File: src/hdl/can_id_regs_pkg.sv
/*
 identifier tag / mask register constants and carriers for the
 message object acceptance block. assumes an 8-bit sfr bus.
*/
package can_id_regs_pkg;
   localparam logic [7:0] tag_byte1_addr  = 8'hbc;
   localparam logic [7:0] tag_byte2_addr  = 8'hbd;
   localparam logic [7:0] tag_byte3_addr  = 8'hbe;
   localparam logic [7:0] tag_byte4_addr  = 8'hbf;
   localparam logic [7:0] mask_byte1_addr = 8'hc4;
   localparam logic [7:0] mask_byte2_addr = 8'hc5;
   localparam logic [7:0] mask_byte3_addr = 8'hc6;
   localparam logic [7:0] mask_byte4_addr = 8'hc7;
   // fourth-byte field positions, byte2 std id position, object count
   localparam int rtr_bit = 2;
   localparam int rb1_bit = 1;
   localparam int rb0_bit = 0;
   localparam int ide_bit = 0;
   localparam int id_lsb_pos = 3;
   localparam int std_id_pos = 5;
   localparam int obj_count = 15;

   typedef struct packed {
      logic [28:0] id;
      logic        rtr;
      logic        ide;
      logic        rb1;
      logic        rb0;
   } frame_hdr_t;

   typedef struct packed {
      logic [28:0] id;
      logic        rtr;
      logic        rb1;
      logic        rb0;
   } tag_t;

   typedef struct packed {
      logic [28:0] id;
      logic        rtr;
      logic        ide;
   } mask_t;
endpackage

File: src/hdl/can_id_tag_mask_regs.sv
/*
 identifier tag and mask storage for all message objects, with the
 acceptance compare for the selected object. assumes sfr strobes are
 one-cycle and synchronous to sys_clk; page select comes from the
 controller's paging register.
 limitation: storage has no reset, so the filter result and the
 transmit header are undefined until software has loaded the
 selected object. ext_mode is the layout bit of the selected object
 and is taken from the controller's control logic.
*/
// How it works
// - standard tag byte2: id bits 2..0 at 7..5, low five reserved
// - standard tag byte3 holds no id, all bits reserved
// - standard tag byte4: remote tag bit2, reserved-bit0 tag bit0
// - extended id spread 28-21, 20-13, 12-5, 4-0 at bits 7..3
// - extended tag byte4: remote bit2, rb1 bit1, rb0 bit0
// - standard mask bytes: id 10..3, then id 2..0 at bits 7..5
// - mask one compares the bit, mask zero forces a match
// - reserved bits read back as stored; nothing downstream uses them
// - tag and mask bytes have no reset value
// - mask applies only to reception filtering, never transmit
// - mask byte4: remote mask bit2, extension mask bit0
`timescale 1ns/1ps
module can_id_tag_mask_regs #(
   parameter int objects = can_id_regs_pkg::obj_count
) (
   // clock and reset
   input  wire logic                          sys_clk,
   input  wire logic                          rst,
   // sfr access
   input  wire logic [7:0]                    sfr_addr,
   input  wire logic [7:0]                    sfr_wdata,
   input  wire logic                          sfr_wr,
   input  wire logic                          sfr_rd,
   output logic      [7:0]                    sfr_rdata,
   // object page and layout of the selected object
   input  wire logic [3:0]                    page_sel,
   input  wire logic                          ext_mode,
   // received header to filter
   input  wire logic                          rx_check,
   input  wire can_id_regs_pkg::frame_hdr_t   rx_hdr,
   output logic                               rx_hit,
   output logic                               rx_hit_valid,
   // transmit header of the selected object
   output can_id_regs_pkg::frame_hdr_t        tx_hdr
);
   // page_sel is four bits wide, so at most 16 objects can be paged
   initial
   begin
      if (objects < 1)
         $error("objects must be at least 1");
      if (objects > 16)
         $error("objects must be at most 16");
   end

   // no reset on storage: contents undefined until loaded
   logic [7:0] tag_mem  [objects][4];
   logic [7:0] mask_mem [objects][4];

   // address and page decode
   logic       page_ok;
   logic [1:0] idx;
   logic       is_tag;
   logic       is_mask;

   // widened compare so that a full set of 16 objects still decodes
   assign page_ok = ({1'b0, page_sel} < 5'(objects));
   assign idx     = sfr_addr[1:0];
   assign is_tag  = (sfr_addr[7:2] == can_id_regs_pkg::tag_byte1_addr[7:2]);
   assign is_mask = (sfr_addr[7:2] == can_id_regs_pkg::mask_byte1_addr[7:2]);

   // one write enable per message object
   logic [objects-1:0] obj_wr;

   genvar o;
   generate
      for (o = 0; o < objects; o++)
      begin : g_obj
         // only the paged object sees the strobe
         assign obj_wr[o] = sfr_wr && page_ok && (page_sel == 4'(o));

         // reserved bits stored as written, software keeps them 0
         always_ff @(posedge sys_clk)
         begin
            if (obj_wr[o] && is_tag)
               tag_mem[o][idx] <= sfr_wdata;
            if (obj_wr[o] && is_mask)
               mask_mem[o][idx] <= sfr_wdata;
         end
      end
   endgenerate

   // read mux apart from the register keeps the zero default explicit
   logic [7:0] rd_byte;

   always_comb
   begin
      rd_byte = 8'h00;
      if (page_ok && is_tag)
         rd_byte = tag_mem[page_sel][idx];
      else if (page_ok && is_mask)
         rd_byte = mask_mem[page_sel][idx];
   end

   // reserved positions return whatever was stored
   // holds between reads so software may pick it up late
   always_ff @(posedge sys_clk or posedge rst)
   begin
      if (rst)
         sfr_rdata <= 8'h00;
      else if (sfr_rd)
         sfr_rdata <= rd_byte;
   end

   can_id_regs_pkg::tag_t  tag;
   can_id_regs_pkg::mask_t msk;
   logic [3:0] sel;

   // out-of-range page falls back to object 0 so no read runs off the array
   assign sel = page_ok ? page_sel : 4'h0;

   // tag decode of the selected object
   always_comb
   begin
      tag = '0;
      if (ext_mode)
      begin
         tag.id = {tag_mem[sel][0], tag_mem[sel][1], tag_mem[sel][2],
                   tag_mem[sel][3][7:can_id_regs_pkg::id_lsb_pos]};
         // rb1 tag only in extended layout
         tag.rb1 = tag_mem[sel][3][can_id_regs_pkg::rb1_bit];
      end
      else
      begin
         // std id from bytes 1-2, byte3 ignored
         tag.id[10:0] = {tag_mem[sel][0],
                         tag_mem[sel][1][7:can_id_regs_pkg::std_id_pos]};
      end
      // remote and rb0 tag, common to both layouts
      tag.rtr = tag_mem[sel][3][can_id_regs_pkg::rtr_bit];
      tag.rb0 = tag_mem[sel][3][can_id_regs_pkg::rb0_bit];
   end

   // mask decode of the selected object
   always_comb
   begin
      msk = '0;
      if (ext_mode)
      begin
         msk.id = {mask_mem[sel][0], mask_mem[sel][1], mask_mem[sel][2],
                   mask_mem[sel][3][7:can_id_regs_pkg::id_lsb_pos]};
      end
      else
      begin
         // std mask id bits; upper id bits stay masked off
         msk.id[10:0] = {mask_mem[sel][0],
                         mask_mem[sel][1][7:can_id_regs_pkg::std_id_pos]};
      end
      msk.rtr = mask_mem[sel][3][can_id_regs_pkg::rtr_bit];
      msk.ide = mask_mem[sel][3][can_id_regs_pkg::ide_bit];
   end

   // compared positions: 29 id bits, remote bit, extension bit
   localparam int cmp_bits = 31;

   logic [cmp_bits-1:0] rx_bits;
   logic [cmp_bits-1:0] tag_bits;
   logic [cmp_bits-1:0] msk_bits;
   logic [cmp_bits-1:0] diff;
   logic                match;

   assign rx_bits  = {rx_hdr.id, rx_hdr.rtr, rx_hdr.ide};
   assign tag_bits = {tag.id, tag.rtr, ext_mode};
   assign msk_bits = {msk.id, msk.rtr, msk.ide};

   genvar b;
   generate
      for (b = 0; b < cmp_bits; b++)
      begin : g_cmp
         // mask zero forces this position to match
         assign diff[b] = (rx_bits[b] ^ tag_bits[b]) & msk_bits[b];
      end
   endgenerate

   // all enabled positions agree
   assign match = (diff == '0);

   // result registered; it holds between checks

   always_ff @(posedge sys_clk or posedge rst)
   begin
      if (rst)
      begin
         rx_hit       <= 1'b0;
         rx_hit_valid <= 1'b0;
      end
      else
      begin
         rx_hit_valid <= rx_check;
         if (rx_check)
            rx_hit <= match;
      end
   end

   // transmit header built from tag only, mask unused
   // refreshed every cycle, so a store or page change shows a cycle later
   // the extension bit follows the layout, it is not a stored tag
   always_ff @(posedge sys_clk or posedge rst)
   begin
      if (rst)
         tx_hdr <= '0;
      else
      begin
         tx_hdr.id  <= tag.id;
         tx_hdr.rtr <= tag.rtr;
         tx_hdr.ide <= ext_mode;
         tx_hdr.rb1 <= tag.rb1;
         tx_hdr.rb0 <= tag.rb0;
      end
   end
endmodule

File: config.mk
export PLATFORM = sky130hd
export DESIGN_NAME = can_id_tag_mask_regs
export DESIGN_NICKNAME = d
export VERILOG_FILES = /design/src/hdl/can_id_regs_pkg.sv /design/src/hdl/can_id_tag_mask_regs.sv
export SDC_FILE = /design/constraint.sdc
export NUM_CORES = 2
export LEC_CHECK = 0
export BUFFER_PORTS_ARGS = -buffer_cell sky130_fd_sc_hd__buf_4
export CAP_MARGIN = 10
export CORE_MARGIN = 4
export CORE_UTILIZATION = 40
export CTS_CLUSTER_SIZE = 28
export DETAILED_ROUTE_END_ITERATION = 16
export PLACE_DENSITY_LB_ADDON = 0.08
export REMOVE_ABC_BUFFERS = 1
export SLEW_MARGIN = 10
export SYNTH_ARGS = -nofsm -noshare
export SYNTH_HDL_FRONTEND = slang
export SYNTH_SLANG_ARGS = --single-unit
File: constraint.sdc
create_clock -name sys_clk -period 2.7 [get_ports sys_clk]
set_input_delay 0.54 -clock sys_clk [delete_from_list [all_inputs] [get_ports sys_clk]]
set_output_delay 0.54 -clock sys_clk [all_outputs]
set_load 0.02 [all_outputs]
======== Word-level counts from Yosys, hierarchy flattened ========
Memories as Yosys holds them, arrays and structs flattened.
Index checks and enable logic that the tools add are counted.
word-level totals
  register bits ........................... 43
  bits in writable memories ............... 960
  word-level logic and storage cells ...... 331
  memories kept ........................... 2
memory list
  name      words  bits a word  rd ports  clocked after Yosys merged registers in  write ports  RTL line                    source
  mask_mem  15     32           2         0                                        1            can_id_tag_mask_regs.sv:58  logic [7:0] mask_mem [objects][4];
  tag_mem   15     32           2         0                                        1            can_id_tag_mask_regs.sv:57  logic [7:0] tag_mem [objects][4];
operators by class
  magnitude comparators ................... 3
  equality and inequality tests ........... 16
  muxes and demuxes ....................... 160
  bitwise operators ....................... 63
  reduce and logical (&&, ||, !) cells .... 79
operators with widths
  kind                                                                   count
  32-bit 2-to-1 mux                                                      86
  32-bit OR reduction                                                    28
  4-bit 2-to-1 mux                                                       29
  8-bit 2-to-1 mux                                                       7
  1-bit logical AND                                                      49
  18-bit 2-to-1 mux                                                      2
  8-bit binary-select mux with 2-bit select                              2
  1-bit bitwise AND                                                      31
  31-bit zero test                                                       1
  1-bit 2-to-1 mux                                                       31
  1-bit XOR                                                              31
  4-bit == test (second input constant)                                  7
  11-bit 2-to-1 mux                                                      2
  8-bit demux with 2-bit select                                          1
  4-bit by 3-bit == test with 1-bit output (second input constant)       4
  6-bit == test (second input constant)                                  2
  4-bit by 2-bit == test with 1-bit output (second input constant)       2
  4-bit by 1-bit == test with 1-bit output (second input constant)       1
  4-bit zero test                                                        1
  4-bit < comparator (second input constant)                             1
  3-bit >= comparator (second input constant)                            1
  3-bit by 1-bit < comparator with 1-bit output (second input constant)  1
  2-bit NOT with 3-bit output                                            1

======== Depth between registers and ports, before layout ========
  depth after elaboration ................. 21
  gate-level depth with buffers ........... 16

======== Worst setup path before layout ========
No wires, ideal clock.
  path type ............................... in2reg
  from .................................... in page_sel[0]
  to ...................................... reg sfr_rdata[7]
  setup time .............................. 0.137 ns
  arrival time ............................ 2.958 ns
  data required time ...................... 2.563 ns
  setup slack ............................. -0.395 ns
  cell stages on the path ................. 10
  buffers on the path ..................... 5
  cell sequence ........................... buf_6 buf_6 buf_6 buf_6 buf_2 mux4_2 mux4_2 mux4_2 a22oi_1 a21oi_1
on the way
  cells in the longest elaborated chain, start to end .. 6
  elaborated cells between the ends (all ways) .. 13
RTL lines
  element                                              RTL line                     source
  start, declared                                      can_id_tag_mask_regs.sv:37   input wire logic [3:0] page_sel,
  memory read 15 x 32 bit                              n/a
  8-bit binary-select mux with 2-bit select            can_id_tag_mask_regs.sv:102  rd_byte = mask_mem[page_sel][idx];
  8-bit 2-to-1 mux (implied by the code) (2 in a row)  can_id_tag_mask_regs.sv:102
  8-bit 2-to-1 mux                                     can_id_tag_mask_regs.sv:101  else if (page_ok && is_mask)
  8-bit 2-to-1 mux *                                   can_id_tag_mask_regs.sv:99   if (page_ok && is_tag)
  end signal, assigned                                 can_id_tag_mask_regs.sv:112  sfr_rdata <= rd_byte;
  end, declared                                        can_id_tag_mask_regs.sv:35   output logic [7:0] sfr_rdata,
Every way passes the cells marked *; elsewhere a longest branch is shown, timed or not. The select of a mux whose other input is x is not followed.
A chain may end at the register's enable or synchronous reset.

======== Worst setup path in the final report ========
  from .................................... in page_sel[0]
  to ...................................... reg sfr_rdata[4]
The elaborated chain is that of the path after synthesis.

==> impl_metrics.env <==
export IMPL_synthFlopType="edfxtp_1"
export IMPL_violations="setup timing"
export IMPL_clk_insertion_delay_late_ps=740
export IMPL_maxSlewViolCount=0
export IMPL_finalPower_uw=38300
export IMPL_die_width_um=358
export IMPL_period_minus_slack_ps=2870
export IMPL_end_kind="flop"
export IMPL_setup_ws_ps=-172
export IMPL_relSlewSlack=0.391
export IMPL_drt_wl_total_um=224000
export IMPL_grt_max_degree=121
export IMPL_setup_viol=9
export IMPL_fin_worst_skew_ps=31.6
export IMPL_ios=102
export IMPL_avgSynthCellArea_um2=13.8
export IMPL_drt_iter0_drc=6150
export IMPL_via_per_inst=6.44
export IMPL_clkSinkCount=1003
export IMPL_grtUsageTotal=0.344
export IMPL_cpMaxStageDelayCell="mux4_2"
export IMPL_drcViolationCount=0
export IMPL_wire_per_inst_um=36.7
export IMPL_overflow=0
export IMPL_slowest_delay_ps=590
export IMPL_tightest_slew_ps=913
export IMPL_antenna_left=0
export IMPL_finalHoldViolCount=0
export IMPL_cp_common_cell="mux4_2"
export IMPL_synth_area_um2=49100
export IMPL_cts_tree="done"
export IMPL_drv_cap=0
export IMPL_start_util=0.403
export IMPL_power_density_nw_per_um2=602
export IMPL_required_ps=3310
export IMPL_ir_drop_mv=0.505
export IMPL_grt_setup_unrepaired="yes"
export IMPL_areaGrowthSynthToFinish_pct=29.5
export IMPL_drt_pass1_iterations=5
export IMPL_p_leak_uw=0.0227
export IMPL_core_um2=122000
export IMPL_die_area_um2=128000
export IMPL_synthArstFlopShare=0.0429
export IMPL_gp_congestion=0.999
export IMPL_path_class="in2reg"
export IMPL_antenna_found_initial=14
export IMPL_postPlaceCellArea_um2=57800
export IMPL_synth_distinct_cells=78
export IMPL_die_h_um=358
export IMPL_drive_gt1_frac=0.354
export IMPL_synth_seq_area_share=0.609
export IMPL_clk_path_buf_depth=3
export IMPL_synth_cells=3546
export IMPL_hpwlAfterDp_um=162000
export IMPL_rows=128
export IMPL_max_freq_mhz=348
export IMPL_via_count=39326
export IMPL_grt_pass1_wl_um=306000
export IMPL_run_status="complete, but fails checks"
export IMPL_clk_pin_slew_ps=60
export IMPL_arrival_ps=3490
export IMPL_critPathMaxFanout=13
export IMPL_clock_root_buffer="clkbuf_16"
export IMPL_grt_pass1_vias=37803
export IMPL_ys_seq_elements=1003
export IMPL_worstHoldPathType="in2reg"
export IMPL_num_nets_final=4447
export IMPL_fin_crit_sh=1.06
export IMPL_path_cells="buf_16, bufbuf_16, buf_12, mux4_2, mux4_2, mux4_2, a22oi_2, a21oi_1"
export IMPL_yosysWarnings=0
export IMPL_cts_buffers_inserted=112
export IMPL_io_buffers=99
export IMPL_cp_start_kind="primary input"
export IMPL_h_tree_depth=3
export IMPL_postLayoutCellArea_um2=63600
export IMPL_synth_enable_flop_cells=960
==> path summary, 6_finish.rpt <==
kind | startpoint | end | slack (ps) | cells after the start
max | page_sel[0] | sfr_rdata[4] | -170 | 8
min | sfr_rd | sfr_rdata[2] | 160 | 2
max reg2reg | mask_mem[10][28] | sfr_rdata[4] | -130 | 5
min reg2reg | sfr_rdata[6] | sfr_rdata[6] | 540 | 2
max in group asynchronous | rst | tx_hdr[0] | 1490 | 4
min in group asynchronous | rst | tx_hdr[10] | 510 | 3
==> flip-flops by register name, summed over array words and instances (netlist names) <==
name          count
mask_mem        480
tag_mem         480
tx_hdr           33
sfr_rdata         8
rx_hit            1
rx_hit_valid      1
==> layer usage <==
layer | GRT usage | wire length [um] | up-vias
met4 | 0.135 | 10400 | 8
met2 | 0.507 | 96500 | 2656
met3 | 0.0887 | 26600 | 442
met1 | 0.489 | 90700 | 20261
met5 | 0 | 51 | -
li1 | - | - | 15959
==> cells by family (layout without fill, tap and decap cells) <==
family / count (synthesis) / after routing / share of synthesized area
DFF: 1003 / 1003 / 0.609
AOI/OAI and AO/OA: 976 / 976 / 0.134
and+or+nand+nor: 800 / 800 / 0.0739
muxes: 405 / 405 / 0.143
buffers and inverters: 335 / 1270 / 0.0353
xor gates and xnor gates: 27 / 27 / 0.00482
other: 0 / 4 / 0
==> report_power, final <==
group	switching (uW)	internal, uW	total, uW
registers	38.6	17100	17100
logic	3360	2310	5670
clock network	6540	8980	15500
==> synth_stat cells (19+ instances only) <==
| cell | number | area (um2) |
|---|---|---|
| buf_4 | 49 | 368 |
| o211ai_1 | 19 | 143 |
| a32oi_1 | 21 | 184 |
| a22oi_1 | 58 | 435 |
| nor2b_1 | 44 | 275 |
| mux4_2 | 236 | 5320 |
| nand2_1 | 258 | 968 |
| nand3_1 | 43 | 215 |
| a21oi_1 | 188 | 941 |
| dfrtp_1 | 43 | 1080 |
| a211oi_1 | 50 | 375 |
| nor3_1 | 29 | 145 |
| buf_2 | 145 | 726 |
| mux2i_1 | 143 | 1430 |
| mux2_2 | 26 | 293 |
| nand2b_1 | 32 | 200 |
| edfxtp_1 | 960 | 28800 |
| a31oi_1 | 35 | 219 |
| a22o_1 | 46 | 403 |
| a221oi_1 | 39 | 342 |
| and3_1 | 19 | 119 |
| buf_1 | 24 | 90.1 |
| clkbuf_1 | 86 | 323 |
| o21ai_0 | 227 | 1140 |
| o22ai_1 | 77 | 482 |
| nor2_1 | 284 | 1070 |
==> cells in the final DEF (no fill, tap or decap), types with 13 or more instances in the layout <==
cell type	n
edfxtp_1	960
buf_4	885
nor2_1	277
nand2_1	253
mux4_2	236
o21ai_0	221
a21oi_1	178
mux2i_1	142
clkbuf_16	117
buf_12	94
o22ai_1	75
a22oi_1	50
a22o_1	45
dfrtp_1	43
nand3_1	42
a211oi_1	41
nor2b_1	39
a31oi_1	34
buf_6	33
nand2b_1	31
a221oi_1	31
nor3_1	28
mux2_2	25
clkinv_1	25
a32oi_1	21
clkbuf_1	21
o211ai_1	19
clkinv_2	19
or3_1	17
o221ai_1	17
o2111ai_1	17
and3_1	17
and2_1	14
a21o_1	14
a221o_1	13
o2bb2ai_1	13
o32ai_1	13
bufinv_16	13
==> repair_timing <==
| item | in CTS | in global routing |
|---|---|---|
| buffers inserted | 56 | 19 |
| gates resized for setup | 143 | 82 |
| hold endpoints to repair | 19 | 0 |
| pin swaps | 34 | 32 |
| hold buffers | 2 | 0 |
| setup endpoints to repair | 27 | 9 |
| gates cloned | 12 | 4 |
==> per-stage QoR <==
step | setup WS, ps | hold slack, ps | instances | setup TNS, ps | util
2_1_floorplan | -3490 | 571 | 3227 | -382050 | -
3_3_place_gp | -1790 | 514 | 5811 | -265850 | 0.474
3_5_place_dp | -1510 | 534 | 5811 | -264880 | 0.474
4_1_cts | -29.2 | 90.3 | 6086 | -87.5 | 0.517
5_1_grt | -178 | 173 | 6106 | -897 | 0.522
6_report | -172 | 165 | 6110 | -1090 | 0.522
==> final cells by class <==
class / count / area (um2)
fillers: 10321 / 58300
diodes: 4 / 10.0
well taps: 1625 / 2030
clock inverters: 70 / 718
flip-flops and latches: 1003 / 29900
repair buffers: 1047 / 9720
clock buffers: 137 / 2950
inverters: 16 / 73.8
multi-input cells: 2208 / 18200
==> critical path: cells and delay by family <==
family,cells,cell delay (ps)
compound gates,2,580
buf+inv,3,590
mux,3,1730
No activity file was read; power rests on OpenSTA's default activity.
